==> config.mk <==
export PLATFORM = sky130hd
export DESIGN_NAME = lpcs_top
export DESIGN_NICKNAME = d
export VERILOG_FILES = /design/src/hdl/lpcs_pkg.sv /design/src/hdl/lpcs_top.sv
export VERILOG_INCLUDE_DIRS = /design/src /design/src/hdl
export SDC_FILE = /design/constraint.sdc
export NUM_CORES = 1
export LEC_CHECK = 0
export BUFFER_PORTS_ARGS = -buffer_cell sky130_fd_sc_hd__buf_2
export CAP_MARGIN = 40
export CORE_MARGIN = 4
export CORE_UTILIZATION = 56
export DETAILED_ROUTE_END_ITERATION = 12
export PLACE_DENSITY = 0.78
export SYNTH_ARGS = -nofsm -noshare
export SYNTH_HDL_FRONTEND = slang
export SYNTH_SLANG_ARGS = --single-unit
==> constraint.sdc <==
create_clock -name MCLK -period 4.65 [get_ports MCLK]
set_clock_uncertainty 0.15 [all_clocks]
set_input_delay 0.465 -clock MCLK [delete_from_list [all_inputs] [get_ports MCLK]]
set_output_delay 0.465 -clock MCLK [all_outputs]
set_load 0.01 [all_outputs]
==> src/hdl/lpcs_params.svh <==
`ifndef LPCS_PARAMS_SVH
`define LPCS_PARAMS_SVH

// register indices; byte address is four times the index
`define LPCS_IDX_PIN_CFG    10'h06b
`define LPCS_IDX_SOFT_TRIG  10'h06c
`define LPCS_IDX_LP_CTRL    10'h06e
`define LPCS_IDX_GAIN       10'h07a
`define LPCS_IDX_BG_CTRL    10'h020
`define LPCS_IDX_STATUS     10'h021

// reset values
`define LPCS_RST_PIN_CFG    8'h00
`define LPCS_RST_SOFT_TRIG  8'h01
`define LPCS_RST_LP_CTRL    8'h88
`define LPCS_RST_GAIN       8'h00
`define LPCS_RST_BG_CTRL    8'h00

// field positions
`define LPCS_SRC_SEL_BIT    0
`define LPCS_SOFT_TRIG_BIT  0
`define LPCS_SLEEP_HI       7
`define LPCS_SLEEP_LO       5
`define LPCS_WAKE_HI        4
`define LPCS_WAKE_LO        3
`define LPCS_MODE_BIT       1
`define LPCS_LP_ON_BIT      0
`define LPCS_BG_ON_BIT      0

// sleep and settle lengths in converter clock periods
`define LPCS_SLEEP_0        41'd1152
`define LPCS_SLEEP_1        41'd4194432
`define LPCS_SLEEP_2        41'd33554560
`define LPCS_SLEEP_3        41'd268435584
`define LPCS_SLEEP_4        41'd2147483776
`define LPCS_SLEEP_5        41'd17179869312
`define LPCS_SLEEP_6        41'd137438953600
`define LPCS_SLEEP_7        41'd1099511627904
`define LPCS_WAKE_0         41'd1152
`define LPCS_WAKE_1         41'd33554560
`define LPCS_WAKE_2         41'd268435584
`define LPCS_WAKE_3         41'd2147483776

`endif

==> src/hdl/lpcs_pkg.sv <==
package lpcs_pkg;

  typedef enum logic [1:0] {
    LPCS_IDLE  = 2'b00,
    LPCS_SLEEP = 2'b01,
    LPCS_WAKE  = 2'b10,
    LPCS_CAL   = 2'b11
  } lpcs_state_e;

  typedef logic [40:0] lpcs_cnt_t;

endpackage

==> src/hdl/lpcs_top.sv <==
// Chosen here: the APB interface to the registers.
`timescale 1ns/1ps
`include "lpcs_params.svh"

// Contract
// - select 0: software bit drives trigger
// - sleep code picks sleep length
// - wake code picks settle length
// - mode 0: timed sleep, no trigger
// - mode 1: trigger high sleeps, low wakes
// - low power needs background calibration on
// - control register at 0x6e, reset 0x88
// - gain trim loaded from fuse, writable
// - select 1: pin drives trigger
module lpcs_top
  import lpcs_pkg::*;
#(
  parameter lpcs_cnt_t P_SLEEP_1 = `LPCS_SLEEP_1,
  parameter lpcs_cnt_t P_SLEEP_2 = `LPCS_SLEEP_2,
  parameter lpcs_cnt_t P_SLEEP_3 = `LPCS_SLEEP_3,
  parameter lpcs_cnt_t P_SLEEP_4 = `LPCS_SLEEP_4,
  parameter lpcs_cnt_t P_SLEEP_5 = `LPCS_SLEEP_5,
  parameter lpcs_cnt_t P_SLEEP_6 = `LPCS_SLEEP_6,
  parameter lpcs_cnt_t P_SLEEP_7 = `LPCS_SLEEP_7,
  parameter lpcs_cnt_t P_WAKE_1  = `LPCS_WAKE_1,
  parameter lpcs_cnt_t P_WAKE_2  = `LPCS_WAKE_2,
  parameter lpcs_cnt_t P_WAKE_3  = `LPCS_WAKE_3
) (
  input  wire logic        MCLK,
  input  wire logic        RESETN,
  input  wire logic        PSEL,
  input  wire logic        PENABLE,
  input  wire logic        PWRITE,
  input  wire logic [11:0] PADDR,
  input  wire logic [31:0] PWDATA,
  output logic      [31:0] PRDATA,
  output logic             PREADY,
  output logic             PSLVERR,
  input  wire logic        EXTERNAL_TRIGGER_PIN,
  input  wire logic [7:0]  FUSE_GAIN,
  input  wire logic        CAL_DONE,
  output logic             CAL_TRIGGER,
  output logic             CORE_SLEEP,
  output logic             CORE_SETTLE,
  output logic             CORE_CAL_REQ,
  output logic [7:0]       CORE_GAIN
);

  ////////////////////////////////////////////////////////////////////////
  // reset release

  logic rst_meta_r;
  logic rst_n_r;

  always_ff @(posedge MCLK or negedge RESETN) begin
    if (!RESETN) begin
      rst_meta_r <= 1'b0;
      rst_n_r    <= 1'b0;
    end else begin
      rst_meta_r <= 1'b1;
      rst_n_r    <= rst_meta_r;
    end
  end

  ////////////////////////////////////////////////////////////////////////
  // trigger pin synchroniser

  logic       pin_s1_r;
  logic       pin_s2_r;
  logic       pin_s3_r;
  logic       pin_r;
  logic       pin_nxt;

  always_comb begin
    pin_nxt = pin_r;
    // a change counts only once two stages agree
    if (pin_s2_r == pin_s3_r) begin
      pin_nxt = pin_s3_r;
    end
  end

  always_ff @(posedge MCLK or negedge rst_n_r) begin
    if (!rst_n_r) begin
      pin_s1_r <= 1'b0;
      pin_s2_r <= 1'b0;
      pin_s3_r <= 1'b0;
      pin_r    <= 1'b0;
    end else begin
      pin_s1_r <= EXTERNAL_TRIGGER_PIN;
      pin_s2_r <= pin_s1_r;
      pin_s3_r <= pin_s2_r;
      pin_r    <= pin_nxt;
    end
  end

  ////////////////////////////////////////////////////////////////////////
  // register file and apb slave

  logic [7:0]  pin_cfg_r;
  logic [7:0]  pin_cfg_nxt;
  logic [7:0]  soft_trig_r;
  logic [7:0]  soft_trig_nxt;
  logic [7:0]  lp_ctrl_r;
  logic [7:0]  lp_ctrl_nxt;
  logic [7:0]  gain_r;
  logic [7:0]  gain_nxt;
  logic [7:0]  bg_ctrl_r;
  logic [7:0]  bg_ctrl_nxt;
  logic        fuse_done_r;
  logic        fuse_done_nxt;
  logic [31:0] prdata_nxt;
  logic        pready_nxt;
  logic        pslverr_nxt;
  logic        trig_r;
  logic        trig_nxt;
  lpcs_state_e state_r;
  lpcs_state_e state_nxt;
  logic [9:0]  idx;
  logic [8:0]  rd_hit;
  logic        wr_go;

  function automatic logic [8:0] rd_mux(input logic [9:0] a,
                                        input logic [7:0] stat);
    logic [8:0] r;
    r = 9'h000;
    if (a == `LPCS_IDX_PIN_CFG) begin
      r = {1'b1, pin_cfg_r};
    end else if (a == `LPCS_IDX_SOFT_TRIG) begin
      r = {1'b1, soft_trig_r};
    end else if (a == `LPCS_IDX_LP_CTRL) begin
      r = {1'b1, lp_ctrl_r};
    end else if (a == `LPCS_IDX_GAIN) begin
      r = {1'b1, gain_r};
    end else if (a == `LPCS_IDX_BG_CTRL) begin
      r = {1'b1, bg_ctrl_r};
    end else if (a == `LPCS_IDX_STATUS) begin
      r = {1'b1, stat};
    end
    return r;
  endfunction

  assign idx    = PADDR[11:2];
  assign rd_hit = rd_mux(idx, {5'h00, trig_r, state_r});
  // write lands only on the access edge that samples pready high
  assign wr_go  = PSEL & PENABLE & PREADY & PWRITE & ~PSLVERR;

  always_comb begin
    pin_cfg_nxt   = pin_cfg_r;
    soft_trig_nxt = soft_trig_r;
    lp_ctrl_nxt   = lp_ctrl_r;
    gain_nxt      = gain_r;
    bg_ctrl_nxt   = bg_ctrl_r;
    fuse_done_nxt = 1'b1;
    prdata_nxt    = PRDATA;
    pready_nxt    = 1'b0;
    pslverr_nxt   = 1'b0;
    // factory trim taken once, right after reset release
    if (!fuse_done_r) begin
      gain_nxt = FUSE_GAIN;
    end
    if (PSEL && !PENABLE) begin
      pready_nxt  = 1'b1;
      pslverr_nxt = ~rd_hit[8] | (PADDR[1:0] != 2'b00);
      prdata_nxt  = 32'h0000_0000;
      if (!PWRITE && rd_hit[8] && PADDR[1:0] == 2'b00) begin
        prdata_nxt = {24'h00_0000, rd_hit[7:0]};
      end
    end else if (PSEL && PENABLE && !PREADY) begin
      pready_nxt  = 1'b1;
      pslverr_nxt = PSLVERR;
    end
    if (wr_go) begin
      if (idx == `LPCS_IDX_PIN_CFG) begin
        pin_cfg_nxt = PWDATA[7:0];
      end else if (idx == `LPCS_IDX_SOFT_TRIG) begin
        soft_trig_nxt = PWDATA[7:0];
      end else if (idx == `LPCS_IDX_LP_CTRL) begin
        lp_ctrl_nxt = PWDATA[7:0];
      end else if (idx == `LPCS_IDX_GAIN) begin
        gain_nxt = PWDATA[7:0];
      end else if (idx == `LPCS_IDX_BG_CTRL) begin
        bg_ctrl_nxt = PWDATA[7:0];
      end
    end
  end

  always_ff @(posedge MCLK or negedge rst_n_r) begin
    if (!rst_n_r) begin
      pin_cfg_r   <= `LPCS_RST_PIN_CFG;
      soft_trig_r <= `LPCS_RST_SOFT_TRIG;
      lp_ctrl_r   <= `LPCS_RST_LP_CTRL;
      gain_r      <= `LPCS_RST_GAIN;
      bg_ctrl_r   <= `LPCS_RST_BG_CTRL;
      fuse_done_r <= 1'b0;
      PRDATA      <= 32'h0000_0000;
      PREADY      <= 1'b0;
      PSLVERR     <= 1'b0;
    end else begin
      pin_cfg_r   <= pin_cfg_nxt;
      soft_trig_r <= soft_trig_nxt;
      lp_ctrl_r   <= lp_ctrl_nxt;
      gain_r      <= gain_nxt;
      bg_ctrl_r   <= bg_ctrl_nxt;
      fuse_done_r <= fuse_done_nxt;
      PRDATA      <= prdata_nxt;
      PREADY      <= pready_nxt;
      PSLVERR     <= pslverr_nxt;
    end
  end

  ////////////////////////////////////////////////////////////////////////
  // calibration scheduler

  lpcs_cnt_t cnt_r;
  lpcs_cnt_t cnt_nxt;
  logic      lp_active;
  logic      timed_mode;

  function automatic lpcs_cnt_t sleep_len(input logic [2:0] c);
    lpcs_cnt_t n;
    case (c)
      3'h0: n = `LPCS_SLEEP_0;
      3'h1: n = P_SLEEP_1;
      3'h2: n = P_SLEEP_2;
      3'h3: n = P_SLEEP_3;
      3'h4: n = P_SLEEP_4;
      3'h5: n = P_SLEEP_5;
      3'h6: n = P_SLEEP_6;
      default: n = P_SLEEP_7;
    endcase
    return n - 41'd1;
  endfunction

  function automatic lpcs_cnt_t wake_len(input logic [1:0] c);
    lpcs_cnt_t n;
    case (c)
      2'h0: n = `LPCS_WAKE_0;
      2'h1: n = P_WAKE_1;
      2'h2: n = P_WAKE_2;
      default: n = P_WAKE_3;
    endcase
    return n - 41'd1;
  endfunction

  // low power has no effect unless background calibration runs
  assign lp_active  = lp_ctrl_r[`LPCS_LP_ON_BIT] & bg_ctrl_r[`LPCS_BG_ON_BIT];
  assign timed_mode = ~lp_ctrl_r[`LPCS_MODE_BIT];

  always_comb begin
    if (pin_cfg_r[`LPCS_SRC_SEL_BIT]) begin
      trig_nxt = pin_r;
    end else begin
      trig_nxt = soft_trig_r[`LPCS_SOFT_TRIG_BIT];
    end
  end

  always_comb begin
    state_nxt = state_r;
    cnt_nxt   = cnt_r;
    if (!lp_active) begin
      state_nxt = LPCS_IDLE;
      cnt_nxt   = '0;
    end else begin
      case (state_r)
        LPCS_IDLE: begin
          state_nxt = LPCS_SLEEP;
          cnt_nxt   = sleep_len(lp_ctrl_r[`LPCS_SLEEP_HI:`LPCS_SLEEP_LO]);
        end
        LPCS_SLEEP: begin
          if (timed_mode) begin
            if (cnt_r == '0) begin
              state_nxt = LPCS_WAKE;
              cnt_nxt   = wake_len(lp_ctrl_r[`LPCS_WAKE_HI:`LPCS_WAKE_LO]);
            end else begin
              cnt_nxt = cnt_r - 41'd1;
            end
          end else if (!trig_r) begin
            state_nxt = LPCS_WAKE;
            cnt_nxt   = wake_len(lp_ctrl_r[`LPCS_WAKE_HI:`LPCS_WAKE_LO]);
          end
        end
        LPCS_WAKE: begin
          if (cnt_r == '0) begin
            state_nxt = LPCS_CAL;
          end else begin
            cnt_nxt = cnt_r - 41'd1;
          end
        end
        default: begin
          // next offline core goes back to sleep once calibrated
          if (CAL_DONE) begin
            state_nxt = LPCS_SLEEP;
            cnt_nxt   = sleep_len(lp_ctrl_r[`LPCS_SLEEP_HI:`LPCS_SLEEP_LO]);
          end
        end
      endcase
    end
  end

  always_ff @(posedge MCLK or negedge rst_n_r) begin
    if (!rst_n_r) begin
      trig_r       <= 1'b0;
      state_r      <= LPCS_IDLE;
      cnt_r        <= '0;
      CAL_TRIGGER  <= 1'b0;
      CORE_SLEEP   <= 1'b0;
      CORE_SETTLE  <= 1'b0;
      CORE_CAL_REQ <= 1'b0;
      CORE_GAIN    <= `LPCS_RST_GAIN;
    end else begin
      trig_r       <= trig_nxt;
      state_r      <= state_nxt;
      cnt_r        <= cnt_nxt;
      CAL_TRIGGER  <= trig_nxt;
      CORE_SLEEP   <= (state_nxt == LPCS_SLEEP);
      CORE_SETTLE  <= (state_nxt == LPCS_WAKE);
      CORE_CAL_REQ <= (state_nxt == LPCS_CAL);
      CORE_GAIN    <= gain_nxt;
    end
  end

endmodule

# == Yosys cells after proc, flatten, opt, wreduce, memory -nomap -nowiden ==
# Cells that the tools add are included.
# totals
mem_count,0
in_bits,59
romBits,0
latchBits,0
ram_bits,0
ff_bits,128
# classes
n_mux,47
n_eq_ne,24
shift,0
order_cmp,0
reduce_logical,20
multipliers,0
n_div,0
n_addsub,5
bitwise_logic,12
# op_table
operator,count
$mux 41,19
$pmux 41 s7,1
$sub 41x1->41 const B,5
$pmux 41 s3,1
$pmux 32 s3,1
$mux 8,7
$mux 9,6
$logic_not 41->1,1
$eq 10x7->1 const B,4
$eq 10x6->1 const B,2
$mux 2,6
$eq 3x3->1 const B,3
$eq 2x2->1 const B,4
$eq 2x1->1 const B,3
$eq 3x2->1 const B,2
$logic_not 2->1,3
$not 1->1,6
$pmux 2 s3,1
$reduce_and 3->1,2
$reduce_and 6->1,1
$and 1x1->1,5
$logic_and 1x1->1,5
$mux 1,5
$ne 5x2->1 const B,1
other kinds (12),14

# == Logic depth before layout (Yosys ltp) ==
# depth
ltp_word,11
depth_mapped,11

# == Worst setup path after synthesis ==
# OpenSTA, ideal clock, no wires.
# synth_timing
path_type,register to register
startpoint,register cnt_r[7]
endpoint,register cnt_r[37]
setup_slack_ns,1.775
stages_incl_launch_ff,10
period_less_slack_ns,2.875
arrival_time_ns,2.599
t_required_ns,4.374
cell_sequence,dfrtp_1 -> or4_1 -> or4_4 -> or2_1 -> buf_4 -> o2111ai_4 -> or2_2 -> buf_6 -> nor2_2 -> a221o_1
# synth_between
elab_chain_cells,5
elab_cells_between_ends,9
# synth_lines
item,line_no,rtl
start: declaration,lpcs_top.sv:214,lpcs_cnt_t cnt_r;
start signal: assignment,lpcs_top.sv:313,cnt_r <= cnt_nxt;
$sub 41x1->41 or $logic_not 41->1 (tied branches),--,
$mux 41,lpcs_top.sv:271,if (cnt_r == '0) begin
$mux 41,lpcs_top.sv:270,if (timed_mode) begin
$pmux 41 s3,lpcs_top.sv:264,case (state_r)
$mux 41,lpcs_top.sv:260,if (!lp_active) begin
# Several ways; a longest one is shown, not always the timed one. The select of a mux whose other input is x is not followed.
# A chain may end at the register's enable or synchronous reset.

# == Worst setup path after layout ==
# layout_timing
startpoint,register cnt_r[8]
endpoint,register cnt_r[37]
# The elaborated chain is that of the path after synthesis.

==> flow_summary.json <==
{
  "final_antenna_net_count": 0,
  "post-route-drc-count": 0,
  "drt_iter0_drc": 361,
  "wl_per_cell_um": 18.3,
  "cts_resized": 0,
  "clkSlewWorstSetupHoldPaths_ns": 0.10,
  "ys_ff_latch": 104,
  "p_switching_uw": 406,
  "dp_slack_ns": 1.26,
  "cts_setup_buffers": 0,
  "cp_max_fo": 24,
  "synth_edf_count": 0,
  "grt_setup_unrepaired": "false",
  "holdWs_ns": 0.0247,
  "numCtsBuffers": 9,
  "path_class": "register to register",
  "grtUsageTotal_pct": 26.1,
  "die_area_mm2": 0.0119,
  "portBuffers": 56,
  "period_needed_ns": 3.44,
  "hold_viol_final": 0,
  "synth_ff_type": "dfrtp_1",
  "cts_buffer_depth": 2,
  "power.share.sequential_pct": 59.8,
  "place.gp.congestion": 0.913,
  "final_cell_mix": "100 x dfrtp_1, 56 x nor2_1, 56 x buf_2",
  "status": "finished, final reports clean",
  "synth_warnings": 0,
  "area_growth_pct": 8.93,
  "ys_seq_area_share_pct": 45.5,
  "power_density_mw_per_mm2": 251,
  "hpwl_um": 10700,
  "fp.dieW_um": 109,
  "antenna_found_initial": 0,
  "cp.required_ns": 4.78,
  "synthArstFlopShare_pct": 100,
  "syn_inst": 604,
  "slew_violations": 0,
  "critPathLaunchType": "register",
  "drtPass1Iterations": 5,
  "clock_latency_ns": 0.40,
  "root_buffer": "clkbuf_8",
  "worstMarginPinSlew_ns": 0.887,
  "setup-violations-final": 0,
  "insertedDiodeCount": 0,
  "drive_gt1_share_pct": 19.3,
  "drv_cap": 0,
  "critPathCaptureType": "register",
  "p_int_mw": 1.16,
  "core_area_mm2": 0.00986,
  "first_global_vias": 4944,
  "grt_overflow": 0,
  "nets": 723,
  "initial_core_util_pct": 58.1,
  "pwr-share-comb_pct": 4.7,
  "grt_pass1_wl_um": 24400,
  "fin_setup_tns_ns": 0,
  "ctsHoldBuffers": 1,
  "cts.sinks": 104,
  "slew-limit-headroom_pct": 40.7,
  "max_freq_mhz": 291,
  "finalPower_mw": 1.57,
  "ir_worst_vdd_mv": 0.233,
  "die_h_um": 109,
  "syn_area_mm2": 0.00573,
  "crit_arrival_ns": 3.57,
  "drt_wl_total_um": 14600,
  "clockPowerShare_pct": 35.6,
  "final_common_cell": "dfrtp_1",
  "cts_max_level": 3,
  "switching_share_pct": 25.9,
  "rows": 36,
  "p_leak_nw": 2.98,
  "io_pins": 105,
  "vias": 4967,
  "grt_max_degree": 64,
  "yosysUniqueCellTypes": 73,
  "via_per_inst": 6.24,
  "avgSynthCellArea_um2": 9.49,
  "post-route-period-util_pct": 74.0,
  "layout_setup_ws_ns": 1.21,
  "cts_tree": "built",
  "hold_class": "input pin to register"
}
path summary, 6_finish.rpt:
check	from	to	slack (ns)	depth (start not counted)
setup / recovery	cnt_r[8]$_DFFE_PN0P_	cnt_r[37]$_DFFE_PN0P_	1.21	8
hold / removal	EXTERNAL_TRIGGER_PIN	pin_s1_r$_DFF_PN0_	0.02	1
setup reg to reg	cnt_r[8]$_DFFE_PN0P_	cnt_r[37]$_DFFE_PN0P_	1.21	8
min in group asynchronous	RESETN	rst_n_r$_DFF_PN0_	0.21	2
hold reg to reg	rst_meta_r$_DFF_PN0_	rst_n_r$_DFF_PN0_	0.21	0
max in group asynchronous	rst_n_r$_DFF_PN0_	lp_ctrl_r[7]$_DFFE_PN1P_	3.00	1
area by class of cell:
cell class	count	area, µm²
repair buffers	63	335
clock inverters	6	51.3
multi-input cells	466	2890
flip-flops and latches	104	2610
fillers	807	3620
clock buffers	10	138
well taps	133	166
inverters	14	52.6
flip-flops by register name, summed over array words and instances, names as in the netlist, 2 cells and up:
name / cells
soft_trig_r: 8
bg_ctrl_r: 8
PRDATA: 8
CORE_GAIN: 8
lp_ctrl_r: 8
pin_cfg_r: 8
cnt_r: 41
state_r: 2
routing by layer:
layer	routed length [µm]	vias up	track usage, %
met5	0	-	0
met4	274	0	8.75
met3	1090	32	5.03
met2	7270	221	44.7
met1	5930	2418	33.3
li1	-	2296	-
stage by stage:
stage,utilization [%],instance area [µm²],std cells
finish,63.3,6240,796
global route,63.3,6240,796
detailed placement,61.3,6040,779
global placement,61.3,6040,779
CTS,63.3,6240,796
floorplan,-,5820,628
synthesized netlist by cell type (3+ instances only):
master    count  area [µm²]
dfrtp_1     101        2530
inv_1        14        52.6
clkbuf_1     12        45.0
a32o_1        4        40.0
or3_1        17         106
and2_1        5        31.3
nor2b_1       5        31.3
nor3_1       30         150
a211oi_1      3        22.5
mux2_2       30         338
a21o_1        3        22.5
or4_1         8        60.1
ha_1          6        75.1
nand4_1       3        18.8
buf_4        25         188
dfstp_2       3        78.8
nand3_1      15        75.1
o22ai_1       8        50.1
o21ai_1       4        20.0
a21oi_1      26         130
nand2_1      51         191
nor2_1       56         210
and4b_1       3        30.0
nor4_1       15        93.8
o21ai_0      55         275
o211ai_1      4        30.0
a221oi_1      4        35.0
a31oi_1       7        43.8
nand4b_1      3        26.3
buf_2         5        25.0
o31ai_1      14         105
mux2i_1       8        80.1
nand2b_1      8        50.1
critical path, cell delays in order, from the launching register on:
cell and delay, ns:
dfrtp_1 0.45, or4_1 0.55, or4_4 0.48, or2_1 0.43, o2111ai_4 0.26, buf_4 0.30
or2_2 0.31, nor2_2 0.08, a221o_1 0.31
cell families (layout without fill, tap and decap cells):
kind of cell	Yosys count	after routing	share of synthesized area (%)
adders and majority gates	7	7	1.48
muxes	38	38	7.29
DFF	104	104	45.5
xor gates and xnor gates	1	1	0.153
buffers and inverters	58	93	5.68
AOI/OAI and AO/OA	157	157	18.0
and+or+nand+nor	237	237	21.7
other	2	26	0.131
power groups by stage:
stage	clock network, mW	logic, mW	registers (mW)
floorplan	0	0.0419	0.957
global placement	0	0.0691	0.954
detailed placement	0	0.0724	0.955
CTS	0.564	0.0733	0.937
global route	0.600	0.0819	0.941
finish	0.557	0.0731	0.937
Note: power is estimated with default switching activity, not from simulation.
